[config.mk]
export PLATFORM = sky130hd
export DESIGN_NAME = ccfg_decoder
export DESIGN_NICKNAME = d
export VERILOG_FILES = /design/src/pkg/ccfg_pkg.sv /design/src/rtl/ccfg_decoder.sv
export VERILOG_INCLUDE_DIRS = /design/src /design/src/pkg
export SDC_FILE = /design/constraint.sdc
export NUM_CORES = 1
export LEC_CHECK = 0
export BUFFER_PORTS_ARGS = -buffer_cell sky130_fd_sc_hd__buf_2
export CAP_MARGIN = 0
export CORE_ASPECT_RATIO = 0.7
export CORE_UTILIZATION = 40
export CTS_BUF_LIST = sky130_fd_sc_hd__clkbuf_8
export DETAILED_ROUTE_END_ITERATION = 6
export HOLD_SLACK_MARGIN = 0.12
export PLACE_DENSITY = 0.63
export SYNTH_ARGS = -nofsm -noshare
export SYNTH_HDL_FRONTEND = slang
export SYNTH_SLANG_ARGS = --single-unit
[constraint.sdc]
create_clock -name core_clk -period 1.8 [get_ports core_clk]
set_clock_uncertainty 0.05 [all_clocks]
set_input_delay 0.36 -clock core_clk [delete_from_list [all_inputs] [get_ports core_clk]]
set_output_delay 0.36 -clock core_clk [all_outputs]
set_load 0.05 [all_outputs]
[src/pkg/ccfg_consts.svh]
// offsets, field positions and reset values of the configuration decoder
// assumes inclusion by bare name from the package and the design file
`ifndef CCFG_CONSTS_SVH
`define CCFG_CONSTS_SVH
// -----------------------------------------------------------------
// byte addresses
// -----------------------------------------------------------------
`define CCFG_OSC_CFG_ADDR 22'h300000
`define CCFG_MON_CFG_ADDR 22'h300001
`define CCFG_RST_CFG_ADDR 22'h300002
// -----------------------------------------------------------------
// field positions
// -----------------------------------------------------------------
`define CCFG_PWRUP_HI 6
`define CCFG_PWRUP_LO 4
`define CCFG_EXTMODE_HI 2
`define CCFG_EXTMODE_LO 0
`define CCFG_SEC_MON_BIT 7
`define CCFG_PRI_MON_BIT 6
`define CCFG_FSM_EN_BIT 5
`define CCFG_SWITCH_BIT 3
`define CCFG_ONESHOT_BIT 1
`define CCFG_CLOCK_OUTPUT_FUNCTION_BIT 0
`define CCFG_BOR_HI 7
`define CCFG_BOR_LO 6
// -----------------------------------------------------------------
// reset values of the bytes (unimplemented bits read as one)
// -----------------------------------------------------------------
`define CCFG_OSC_CFG_RST 8'hff
`define CCFG_MON_CFG_RST 8'hff
`define CCFG_RST_CFG_RST 8'h7f
// fast internal oscillator frequencies and dividers, coded
`define CCFG_FREQ_4MHZ 4'h2
`define CCFG_FREQ_64MHZ 4'h8
`define CCFG_DIV_4 4'h2
`define CCFG_DIV_1 4'h0
`define CCFG_SYSCLK_OUT_DIV 2'h3
`endif

[src/pkg/ccfg_pkg.sv]
// types for the configuration decoder
// assumes the constants header sits beside it
package ccfg_pkg;
   `include "ccfg_consts.svh"
   // power-up oscillator codes
   typedef enum logic [2:0] {
      CCFG_OSC_FAST_64 = 3'h0,
      CCFG_OSC_RSVD1 = 3'h1,
      CCFG_OSC_EXT_PLL = 3'h2,
      CCFG_OSC_RSVD3 = 3'h3,
      CCFG_OSC_SECONDARY = 3'h4,
      CCFG_OSC_SLOW_INT = 3'h5,
      CCFG_OSC_FAST_INT = 3'h6,
      CCFG_OSC_EXT = 3'h7
   } ccfg_osc_t;
   // external oscillator modes
   typedef enum logic [2:0] {
      CCFG_EXT_WATCH_XTAL = 3'h0,
      CCFG_EXT_MED_XTAL = 3'h1,
      CCFG_EXT_FAST_XTAL = 3'h2,
      CCFG_EXT_RSVD = 3'h3,
      CCFG_EXT_OFF = 3'h4,
      CCFG_EXT_CLK_LOW = 3'h5,
      CCFG_EXT_CLK_MID = 3'h6,
      CCFG_EXT_CLK_HIGH = 3'h7
   } ccfg_ext_t;
   // brown-out modes
   typedef enum logic [1:0] {
      CCFG_BOR_OFF = 2'h0,
      CCFG_BOR_SOFT = 2'h1,
      CCFG_BOR_RUN = 2'h2,
      CCFG_BOR_ON = 2'h3
   } ccfg_bor_t;
   // priority-lock one-shot tracking
   typedef enum {
      CCFG_LK_FREE,
      CCFG_LK_CLEARED,
      CCFG_LK_FROZEN
   } ccfg_lock_t;
endpackage

[src/rtl/ccfg_decoder.sv]
// configuration byte decoder: clock, monitor, lock, clock-out, brown-out
// assumes the byte store lives outside; bytes arrive on cfg_*_byte pins
// and are synchronised here; write ports come from the core clock domain
`timescale 1ns/1ps
`include "ccfg_consts.svh"

// How it works
// - power-up field bits 6:4 of byte one seeds the current oscillator.
// - code 110 gives 4 MHz div 4, 000 gives 64 MHz div 1; selections 110.
// - 111 external, 101 slow internal, 100 secondary, 010 external PLL.
// - mode bits 2:0: 111 high, 110 mid, 101 low external clock.
// - 100 off, 011 reserved, 010 fast, 001 medium, 000 watch crystal.
// - byte two bit 7 enables secondary monitor: fail sets status and flag.
// - byte two bit 6 enables primary monitor: fail sets status and flag.
// - byte two bit 5 is the overall fail-safe monitor enable.
// - byte two bit 3 allows writes of new oscillator and divider.
// - byte two bit 1 limits priority lock to one clear-then-set cycle.
// - clock-output enable is ignored in all three crystal modes.
// - otherwise low drives the pin with system clock over four.
// - brown-out field bits 7:6 of byte three: on, run, software, off.
// - whenever brown-out is enabled the trip comes from voltage select.
module ccfg_decoder
   import ccfg_pkg::*;
(
   input wire logic core_clk,
   input wire logic rst_n,
   input wire logic [7:0] cfg_osc_byte,
   input wire logic [7:0] cfg_mon_byte,
   input wire logic [7:0] cfg_rst_byte,
   input wire logic [1:0] brownout_voltage_select,
   input wire logic secondary_fail_event,
   input wire logic primary_fail_event,
   input wire logic sleep_active,
   input wire logic software_brownout_enable,
   input wire logic sw_new_osc_wr,
   input wire logic [2:0] sw_new_osc_data,
   input wire logic sw_new_div_wr,
   input wire logic [3:0] sw_new_div_data,
   input wire logic sw_lock_clear,
   input wire logic sw_lock_set,
   input wire logic sw_fail_clear,
   output logic [2:0] current_osc_selection,
   output logic [2:0] new_osc_selection,
   output logic [3:0] new_divider_selection,
   output logic [3:0] fast_internal_frequency,
   output logic [2:0] external_osc_mode,
   output logic pll_enable,
   output logic ext_osc_enable,
   output logic osc_cfg_reserved,
   output logic fail_safe_monitor_enable,
   output logic secondary_fail_status,
   output logic primary_fail_status,
   output logic osc_fail_interrupt_flag,
   output logic clock_switch_allow,
   output logic priority_lock_bit,
   output logic second_oscillator_pin_out,
   output logic second_oscillator_pin_oe,
   output logic brownout_active,
   output logic [1:0] brownout_trip_select
);

   // -----------------------------------------------------------------
   // input synchronisers
   // -----------------------------------------------------------------
   logic [25:0] sync1_q;
   logic [25:0] sync2_q;
   logic [25:0] raw_in;
   assign raw_in = {cfg_osc_byte, cfg_mon_byte, cfg_rst_byte,
                    secondary_fail_event, primary_fail_event};
   logic [1:0] misc1_q;
   logic [1:0] misc2_q;
   logic [3:0] bv1_q;

   // two stages for every pin-level input; no reset, so the stages stay
   // full while reset is held and the whole capture window sees real bytes
   always_ff @(posedge core_clk) begin
      sync1_q <= raw_in;
      sync2_q <= sync1_q;
      misc1_q <= {sleep_active, software_brownout_enable};
      misc2_q <= misc1_q;
      bv1_q <= {brownout_voltage_select, bv1_q[3:2]};
   end

   // -----------------------------------------------------------------
   // configuration capture
   // -----------------------------------------------------------------
   logic [7:0] osc_cfg_q;
   logic [7:0] mon_cfg_q;
   logic [7:0] rst_cfg_q;
   logic [1:0] brownout_voltage_select_q;
   logic [1:0] cap_cnt_q;
   logic capture_busy;
   assign capture_busy = (cap_cnt_q != 2'h0);

   // sample at reset
   // bytes are captured after the synchroniser has refilled, then frozen;
   // a mid-run change on the pins is ignored until the next reset
   always_ff @(posedge core_clk) begin
      if (!rst_n) begin
         cap_cnt_q <= 2'h3;
         osc_cfg_q <= `CCFG_OSC_CFG_RST;
         mon_cfg_q <= `CCFG_MON_CFG_RST;
         rst_cfg_q <= `CCFG_RST_CFG_RST;
         brownout_voltage_select_q <= 2'h3;
      end else if (capture_busy) begin
         cap_cnt_q <= cap_cnt_q - 2'h1;
         osc_cfg_q <= sync2_q[25:18];
         mon_cfg_q <= sync2_q[17:10];
         rst_cfg_q <= sync2_q[9:2];
         brownout_voltage_select_q <= bv1_q[1:0];
      end
   end

   // -----------------------------------------------------------------
   // field decode
   // -----------------------------------------------------------------
   ccfg_osc_t pwrup_sel;
   ccfg_ext_t ext_sel;
   ccfg_bor_t bor_sel;
   assign pwrup_sel = ccfg_osc_t'(osc_cfg_q[`CCFG_PWRUP_HI:`CCFG_PWRUP_LO]);
   assign ext_sel = ccfg_ext_t'(osc_cfg_q[`CCFG_EXTMODE_HI:`CCFG_EXTMODE_LO]);
   assign bor_sel = ccfg_bor_t'(rst_cfg_q[`CCFG_BOR_HI:`CCFG_BOR_LO]);

   function automatic logic is_crystal(input ccfg_ext_t m);
      is_crystal = (m == CCFG_EXT_FAST_XTAL) || (m == CCFG_EXT_MED_XTAL) ||
                   (m == CCFG_EXT_WATCH_XTAL);
   endfunction

   logic ext_used;
   logic rsvd_d;
   logic [2:0] seed_osc;
   logic [3:0] seed_div;
   logic [3:0] seed_freq;
   always_comb begin
      seed_osc = pwrup_sel;
      seed_div = `CCFG_DIV_1;
      seed_freq = `CCFG_FREQ_4MHZ;
      ext_used = 1'b0;
      rsvd_d = 1'b0;
      case (pwrup_sel)
         CCFG_OSC_FAST_INT: begin
            seed_div = `CCFG_DIV_4;
         end
         CCFG_OSC_FAST_64: begin
            seed_osc = CCFG_OSC_FAST_INT;
            seed_freq = `CCFG_FREQ_64MHZ;
         end
         CCFG_OSC_EXT, CCFG_OSC_EXT_PLL: begin
            ext_used = 1'b1;
         end
         CCFG_OSC_SLOW_INT, CCFG_OSC_SECONDARY: begin
            ext_used = 1'b0;
         end
         default: begin
            rsvd_d = 1'b1;
         end
      endcase
      if (ext_sel == CCFG_EXT_RSVD) begin
         rsvd_d = 1'b1;
      end
   end

   // -----------------------------------------------------------------
   // clock selection and software switching
   // -----------------------------------------------------------------
   logic [2:0] cur_osc_q;
   logic [2:0] new_osc_q;
   logic [3:0] new_div_q;
   logic switch_ok;
   assign switch_ok = mon_cfg_q[`CCFG_SWITCH_BIT] && !capture_busy;

   // selections follow the seed until capture ends, then software only
   always_ff @(posedge core_clk) begin
      if (!rst_n) begin
         cur_osc_q <= 3'h7;
         new_osc_q <= 3'h7;
         new_div_q <= 4'h0;
      end else if (capture_busy) begin
         cur_osc_q <= seed_osc;
         new_osc_q <= seed_osc;
         new_div_q <= seed_div;
      end else begin
         if (sw_new_osc_wr && switch_ok) begin
            new_osc_q <= sw_new_osc_data;
         end
         if (sw_new_div_wr && switch_ok) begin
            new_div_q <= sw_new_div_data;
         end
      end
   end

   // -----------------------------------------------------------------
   // fail-safe monitor
   // -----------------------------------------------------------------
   logic sec_fail_q;
   logic pri_fail_q;
   logic fail_flag_q;
   logic sec_hit;
   logic pri_hit;
   assign sec_hit = sync2_q[1] && mon_cfg_q[`CCFG_FSM_EN_BIT] &&
                    mon_cfg_q[`CCFG_SEC_MON_BIT] && !capture_busy;
   assign pri_hit = sync2_q[0] && mon_cfg_q[`CCFG_FSM_EN_BIT] &&
                    mon_cfg_q[`CCFG_PRI_MON_BIT] && !capture_busy;

   // sticky; a failure in the clearing cycle wins over the clear
   always_ff @(posedge core_clk) begin
      if (!rst_n) begin
         sec_fail_q <= 1'b0;
         pri_fail_q <= 1'b0;
         fail_flag_q <= 1'b0;
      end else begin
         sec_fail_q <= sec_hit || (sec_fail_q && !sw_fail_clear);
         pri_fail_q <= pri_hit || (pri_fail_q && !sw_fail_clear);
         fail_flag_q <= sec_hit || pri_hit || (fail_flag_q && !sw_fail_clear);
      end
   end

   // -----------------------------------------------------------------
   // priority lock
   // -----------------------------------------------------------------
   ccfg_lock_t lk_q;
   logic lock_q;

   // one-shot lock
   // unlocked at reset; with the one-shot option a single clear then set
   // freezes it, otherwise it toggles as often as software asks
   always_ff @(posedge core_clk) begin
      if (!rst_n) begin
         lk_q <= CCFG_LK_FREE;
         lock_q <= 1'b0;
      end else if (!capture_busy) begin
         case (lk_q)
            CCFG_LK_FREE: begin
               if (sw_lock_set) begin
                  lock_q <= 1'b1;
               end else if (sw_lock_clear) begin
                  lock_q <= 1'b0;
                  if (mon_cfg_q[`CCFG_ONESHOT_BIT]) begin
                     lk_q <= CCFG_LK_CLEARED;
                  end
               end
            end
            CCFG_LK_CLEARED: begin
               if (sw_lock_set) begin
                  lock_q <= 1'b1;
                  lk_q <= CCFG_LK_FROZEN;
               end
            end
            CCFG_LK_FROZEN: begin
               lock_q <= 1'b1;
            end
            default: begin
               lk_q <= CCFG_LK_FREE;
            end
         endcase
      end
   end

   // -----------------------------------------------------------------
   // clock output pin
   // -----------------------------------------------------------------
   logic [1:0] div_cnt_q;
   logic clk_out_q;
   logic clk_out_oe_q;
   logic clk_out_on;
   assign clk_out_on = !is_crystal(ext_sel) &&
                       !mon_cfg_q[`CCFG_CLOCK_OUTPUT_FUNCTION_BIT] && !capture_busy;

   // system clock over four: high for two cycles, low for two
   always_ff @(posedge core_clk) begin
      if (!rst_n) begin
         div_cnt_q <= 2'h0;
         clk_out_q <= 1'b0;
         clk_out_oe_q <= 1'b0;
      end else begin
         div_cnt_q <= div_cnt_q + 2'h1;
         clk_out_q <= clk_out_on && div_cnt_q[1];
         clk_out_oe_q <= clk_out_on;
      end
   end

   // -----------------------------------------------------------------
   // brown-out
   // -----------------------------------------------------------------
   logic bor_on_d;
   logic bor_q;
   always_comb begin
      case (bor_sel)
         CCFG_BOR_ON: bor_on_d = 1'b1;
         CCFG_BOR_RUN: bor_on_d = !misc2_q[1];
         CCFG_BOR_SOFT: bor_on_d = misc2_q[0];
         default: bor_on_d = 1'b0;
      endcase
   end

   always_ff @(posedge core_clk) begin
      if (!rst_n) begin
         bor_q <= 1'b0;
      end else begin
         bor_q <= bor_on_d && !capture_busy;
      end
   end

   // -----------------------------------------------------------------
   // registered status outputs
   // -----------------------------------------------------------------
   logic [3:0] freq_q;
   logic ext_en_q;
   logic pll_q;
   logic rsvd_q;

   always_ff @(posedge core_clk) begin
      if (!rst_n) begin
         freq_q <= 4'h0;
         ext_en_q <= 1'b0;
         pll_q <= 1'b0;
         rsvd_q <= 1'b0;
      end else begin
         freq_q <= seed_freq;
         ext_en_q <= ext_used && (ext_sel != CCFG_EXT_OFF);
         pll_q <= (pwrup_sel == CCFG_OSC_EXT_PLL);
         rsvd_q <= rsvd_d;
      end
   end

   assign current_osc_selection = cur_osc_q;
   assign new_osc_selection = new_osc_q;
   assign new_divider_selection = new_div_q;
   assign fast_internal_frequency = freq_q;
   assign external_osc_mode = osc_cfg_q[`CCFG_EXTMODE_HI:`CCFG_EXTMODE_LO];
   assign pll_enable = pll_q;
   assign ext_osc_enable = ext_en_q;
   assign osc_cfg_reserved = rsvd_q;
   assign fail_safe_monitor_enable = mon_cfg_q[`CCFG_FSM_EN_BIT];
   assign secondary_fail_status = sec_fail_q;
   assign primary_fail_status = pri_fail_q;
   assign osc_fail_interrupt_flag = fail_flag_q;
   assign clock_switch_allow = mon_cfg_q[`CCFG_SWITCH_BIT];
   assign priority_lock_bit = lock_q;
   assign second_oscillator_pin_out = clk_out_q;
   assign second_oscillator_pin_oe = clk_out_oe_q;
   assign brownout_active = bor_q;
   assign brownout_trip_select = brownout_voltage_select_q;

endmodule

== Yosys cells after proc, flatten, opt, wreduce, memory -nomap -nowiden ==
Index checks and enable logic that the tools add are counted.
Widths: inputs -> output; s select.
Cells by class
  add/sub/neg operators: 2
  eq/ne operators: 19
  muxes and demuxes: 20
  bitwise gates (word level): 2
  reductions and logical operators: 39
Operators with widths (number)
  $mux 32: 4
  $pmux 32 s3: 1
  $eq 32x1->1 const B: 1
  $eq 32x2->1 const B: 1
  $logic_not 32->1: 1
  $logic_and 1x1->1: 17
  $eq 3x3->1 const B: 4
  $mux 4: 3
  $eq 3x2->1 const B: 3
  $mux 3: 3
  $ne 2x2->1 const B: 4
  $logic_not 3->1: 2
  $logic_or 1x1->1: 6
  $mux 1: 6
  $ne 3x3->1 const B: 2
  $pmux 1 s3: 2
  $reduce_and 6->1: 1
  $reduce_bool 2->1: 3
  $reduce_or 6->1: 1
  $logic_not 1->1: 5
  $eq 2x2->1 const B: 2
  $reduce_and 4->1: 1
  $eq 3x1->1 const B: 1
  $reduce_bool 3->1: 1
  6 further kinds: 7
Storage, ports and cells
  register bits after elaboration: 143
  output and inout port bits: 31
  word-level logic and storage cells: 108

== Longest topological paths before layout ==
  word-level depth: 7
  mapped depth: 7
  mapped depth without buffers: 6

== Worst setup path before layout ==
No wires, ideal clock.
  kind: register -> register
  from: reg mon_cfg_q[3]
  to: reg new_div_q[1], in the netlist new_divider_selection[1]
  setup time: 0.129 ns
  data arrival time: 1.460 ns
  setup slack: 0.161 ns
  cell stages (with the launch flop): 6
  path buffers: 1
  period minus slack after synthesis: 1.639 ns
  cells stage by stage: dfxtp_1 > buf_2 > nand2_1 > mux2_1 > a32oi_1 > nor2_1
Between the ends
  cells in the longest elaborated chain, start to end: 3
RTL lines
  start, declared: line ccfg_decoder.sv:88  | logic [7:0] mon_cfg_q;
  start signal, assigned: line ccfg_decoder.sv:102  | mon_cfg_q <= `CCFG_MON_CFG_RST;
  start signal, assigned: line ccfg_decoder.sv:108  | mon_cfg_q <= sync2_q[17:10];
  $logic_and 1x1->1: line ccfg_decoder.sv:170  | assign switch_ok = mon_cfg_q[`CCFG_SWITCH_BIT] && !capture_busy;
  $logic_and 1x1->1: line ccfg_decoder.sv:186  | if (sw_new_div_wr && switch_ok) begin
  $reduce_bool 2->1 (no line)
  end signal, assigned: line ccfg_decoder.sv:181  | new_div_q <= seed_div;
  end signal, assigned: line ccfg_decoder.sv:187  | new_div_q <= sw_new_div_data;
  end, declared: line ccfg_decoder.sv:168  | logic [3:0] new_div_q;
No other way between the ends.
A chain may end at the register's enable or synchronous reset.

== Worst setup path in the final report ==
  from: reg lk_q[0]
  to: reg lk_q[0]
Between the ends
  cells in the longest elaborated chain, start to end: 3
  elaborated cells between the ends (all ways): 10
  classes of those cells: eq/ne (6); mux (1); bitwise (1); reduce/logical (2)
RTL lines
  start, declared: line ccfg_decoder.sv:221  | ccfg_lock_t lk_q;
  start signal, assigned: line ccfg_decoder.sv:229  | lk_q <= CCFG_LK_FREE;
  start signal, assigned: line ccfg_decoder.sv:239  | lk_q <= CCFG_LK_CLEARED;
  start signal, assigned: line ccfg_decoder.sv:246  | lk_q <= CCFG_LK_FROZEN;
  $eq 32x1->1 (tied with other cells): line ccfg_decoder.sv:232  | case (lk_q)
  $ne 2x2->1 (no line) / $not 1->1 (equally long branches)
  $reduce_and 6->1 (no line)
Parallel ways exist; a longest one is shown, timed or not.

==> impl_metrics.csv <==
group,metric,value,unit
job,cap_viol_max_count,0,
logic_synthesis,seq_area_frac_synth,65.21,%
place,dp_hpwl,2984,um
floorplanning,die_h,69.18,um
outcome,violations,"design-rule violations",
floorplanning,io_pins,75,
layout,final_common_cell,"dfxtp_1",
power,power.leakage,0.001446,uW
logic_synthesis,muxShareOfSynthArea,7.084,%
logic_synthesis,syn-cell-area,2579,um2
place,place.gp.congestion,0.7616,
worst_setup_path,critical_path.cell_chain,"inv_1 > ha_1 > nand2b_2 > a2111oi_4 > nor2_1 > nor3_2",
worst_setup_path,end_kind,"register",
global_route,grt_antenna_before_repair,0,
worst_setup_path,crit_slowest_cell,"dfxtp_1",
floorplanning,core,6216,um2
sta,period_share,89.51,%
cts,clkSlewWorstSetupHoldPaths,80,ps
sta,report.final.slew_viol_count,0,
cts,root_buffer,"clkbuf_8",
worst_setup_path,critPathTopFamily,"simple AND/OR/NAND/NOR gates",
cts,htreeDepth,3,
layout,nets,358,
worst_setup_path,crit_type,"reg -> reg",
logic_synthesis,synth-adder-area-share,2.426,%
place,placed_cell_area,2927,um2
power,irDropWorstVdd,0.6436,mV
routing,drt-pass1-iter-count,6,
global_route,grt-ovfl-total,0,
routing,detail_route.wl_per_cell,11.10,um
worst_setup_path,crit_path_max_incr_delay,390,ps
routing,drt_iter0_markers,50,
cts,cts_made_buffers,9,
routing,ant_nets,0,
cts,clkLatencyLatePin,340,ps
logic_synthesis,synthSimpleGateAreaFrac,13.97,%
logic_synthesis,syn_area_per_cell,11.31,um2
layout,layout_common_cells,"84 x dfxtp_1, 62 x buf_2, 27 x nand2_1",
cts,clockBufferDepth,2,
logic_synthesis,yosys.cell_types.count,34,
layout,stdcell_area,3322,um2
logic_synthesis,synth_compound_area_share,5.968,%
sta,min_period,1611,ps
outcome,status,"finished, violations left",
worst_setup_path,worst-path-buf-inv,1,
sta,rsz0062_at_grt,"false",
layout,syn2layout_area_growth,28.82,%
worst_setup_path,required,2030,ps
worst_setup_path,crit_fanout,4,
cts,cts_tree,"yes",
worst_setup_path,crit_path_start_kind,"register",
global_route,grt_pass1_vias,1624,
logic_synthesis,yosys_warnings,0,
floorplanning,die_w,97.97,um
place,portBuffers,62,
layout,fin_cells,392,
routing,drc,7,
power,powerDensity,1129,nW/um2
global_route,grt_pass1_wl,7472,um
sta,tns,0,ps
place,place_inst,356,
routing,routed_via_density,4.431,
logic_synthesis,syn_inst,228,
logic_synthesis,synth_top_family_by_area,"simple AND/OR/NAND/NOR gates",
worst_setup_path,arrival,1840,ps
routing,routed_wl,4353,um
power,total_power,3750,uW
sta,final-setup-viol-count,0,
floorplanning,rows,24,
sta,hold_violations,0,
cts,clock_sinks,84,
hold_path,hold_path.class,"in -> reg",
layout,num_antenna_cells,0,
logic_synthesis,ys_seq_elements,84,
floorplanning,initial_utilization,41.49,%
layout,drive_gt1_share,27.71,%
floorplanning,die_area,6777,um2
global_route,grt_usage,14.45,%
sta,clock.fmax,0.6206,GHz
layout,final_core_util,53.44,%
logic_synthesis,synth_xor_area_share,1.019,%
global_route,grt_max_degree,19,
routing,num_vias,1737,
-- power breakdown --
part / total, uW / switching [uW] / internal, uW
clock network: 1250 / 654 / 593
logic: 470 / 288 / 182
registers: 2030 / 59.3 / 1970
-- final timing paths --
| path | start | end | slack, ps | cells past startpoint |
|---|---|---|---|---|
| min reg2reg | sync1_q[10]$_DFF_P_ | sync2_q[10]$_DFF_P_ | 280 | 0 |
| min | sw_new_div_data[0] | new_divider_selection[0]$_SDFFE_PN0P_ | 240 | 3 |
| max | lk_q[0]$_SDFFE_PN0P_ | lk_q[0]$_SDFFE_PN0P_ | 190 | 6 |
| max reg2reg | lk_q[0]$_SDFFE_PN0P_ | lk_q[0]$_SDFFE_PN0P_ | 190 | 6 |
-- Yosys cell counts --
cell | instances | area (um2)
a2111oi_4 | 1 | 27.53
a211oi_1 | 1 | 7.510
a21oi_1 | 9 | 45.04
a311oi_1 | 1 | 8.760
a31oi_1 | 1 | 6.260
a32oi_1 | 1 | 8.760
and2_1 | 2 | 12.51
and3_1 | 3 | 18.77
buf_2 | 5 | 25.02
buf_4 | 6 | 45.04
clkbuf_1 | 5 | 18.77
conb_1 | 1 | 3.750
dfxtp_1 | 84 | 1682
ha_1 | 5 | 62.56
inv_1 | 5 | 18.77
mux2_1 | 1 | 11.26
mux2_2 | 1 | 11.26
mux2i_1 | 16 | 160.2
nand2_1 | 27 | 101.4
nand2b_1 | 5 | 31.28
nand2b_2 | 1 | 8.760
nand2b_4 | 1 | 13.76
nand3_1 | 7 | 35.03
nand3b_1 | 1 | 7.510
nand4_1 | 2 | 12.51
nor2_1 | 11 | 41.29
nor2b_1 | 6 | 37.54
nor3_1 | 6 | 30.03
nor3_2 | 1 | 10.01
o21ai_0 | 7 | 35.03
o21bai_1 | 1 | 7.510
o31ai_1 | 1 | 7.510
xnor2_1 | 1 | 8.760
xor2_1 | 2 | 17.52
-- routing by layer --
metal / vias up / GRT usage (%) / wire (um)
met5: - / 0 / 0
met4: 0 / 4.040 / 36
met3: 4 / 7.560 / 297
met2: 54 / 22.30 / 1865
met1: 770 / 17.59 / 2154
li1: 909 / - / -
-- repair_timing --
action                                 CTS  global route
hold buffers                            20             0
resized for setup                        0             0
endpoints found under the hold margin   20             0
buffers inserted                         0             0
-- flip-flops by register name (all words and copies together) (netlist names), 2 cells and up --
register and flops:
sync2_q 16, current_osc_selection 3, osc_cfg_q 6, bv1_q 4, cap_cnt_q 2, new_osc_selection 3, misc2_q 2, misc1_q 2
div_cnt_q 2, rst_cfg_q 2, new_divider_selection 4, mon_cfg_q 6, fast_internal_frequency 2, brownout_trip_select 2, lk_q 2, sync1_q 16
-- cell families (layout without fill, tap and decap cells) --
kind of cell    count (synthesis)  after routing
xor+xnor                        3              3
other cells                     1              2
compound gates                 23             23
buf+inv                        21            106
flops                          84             84
simple gates                   73             73
fa+ha+maj                       5              5
mux                            18             18
-- layout make-up --
| class | instances | area, um2 |
|---|---|---|
| tap | 78 | 97.59 |
| sequential | 84 | 1682 |
| fill | 568 | 2894 |
| inverter | 5 | 18.77 |
| clock inverter | 5 | 43.79 |
| timing repair buffer | 85 | 533.0 |
| clock buffer | 11 | 151.4 |
| multi-input combinational | 124 | 795.8 |
-- per-stage QoR --
step	hold WS [ps]	setup WS, ps
3_5_place_dp	262.1	212.8
5_1_grt	225.9	79.34
3_3_place_gp	260.3	265.4
2_1_floorplan	259.6	160.9
6_report	236.7	188.8
4_1_cts	219.4	183.3
-- worst min-delay path, stage by stage --
cell,delay (ps)
buf_2,100
nand3_1,70
a21oi_1,60
Power figures use the tool's default switching activity.
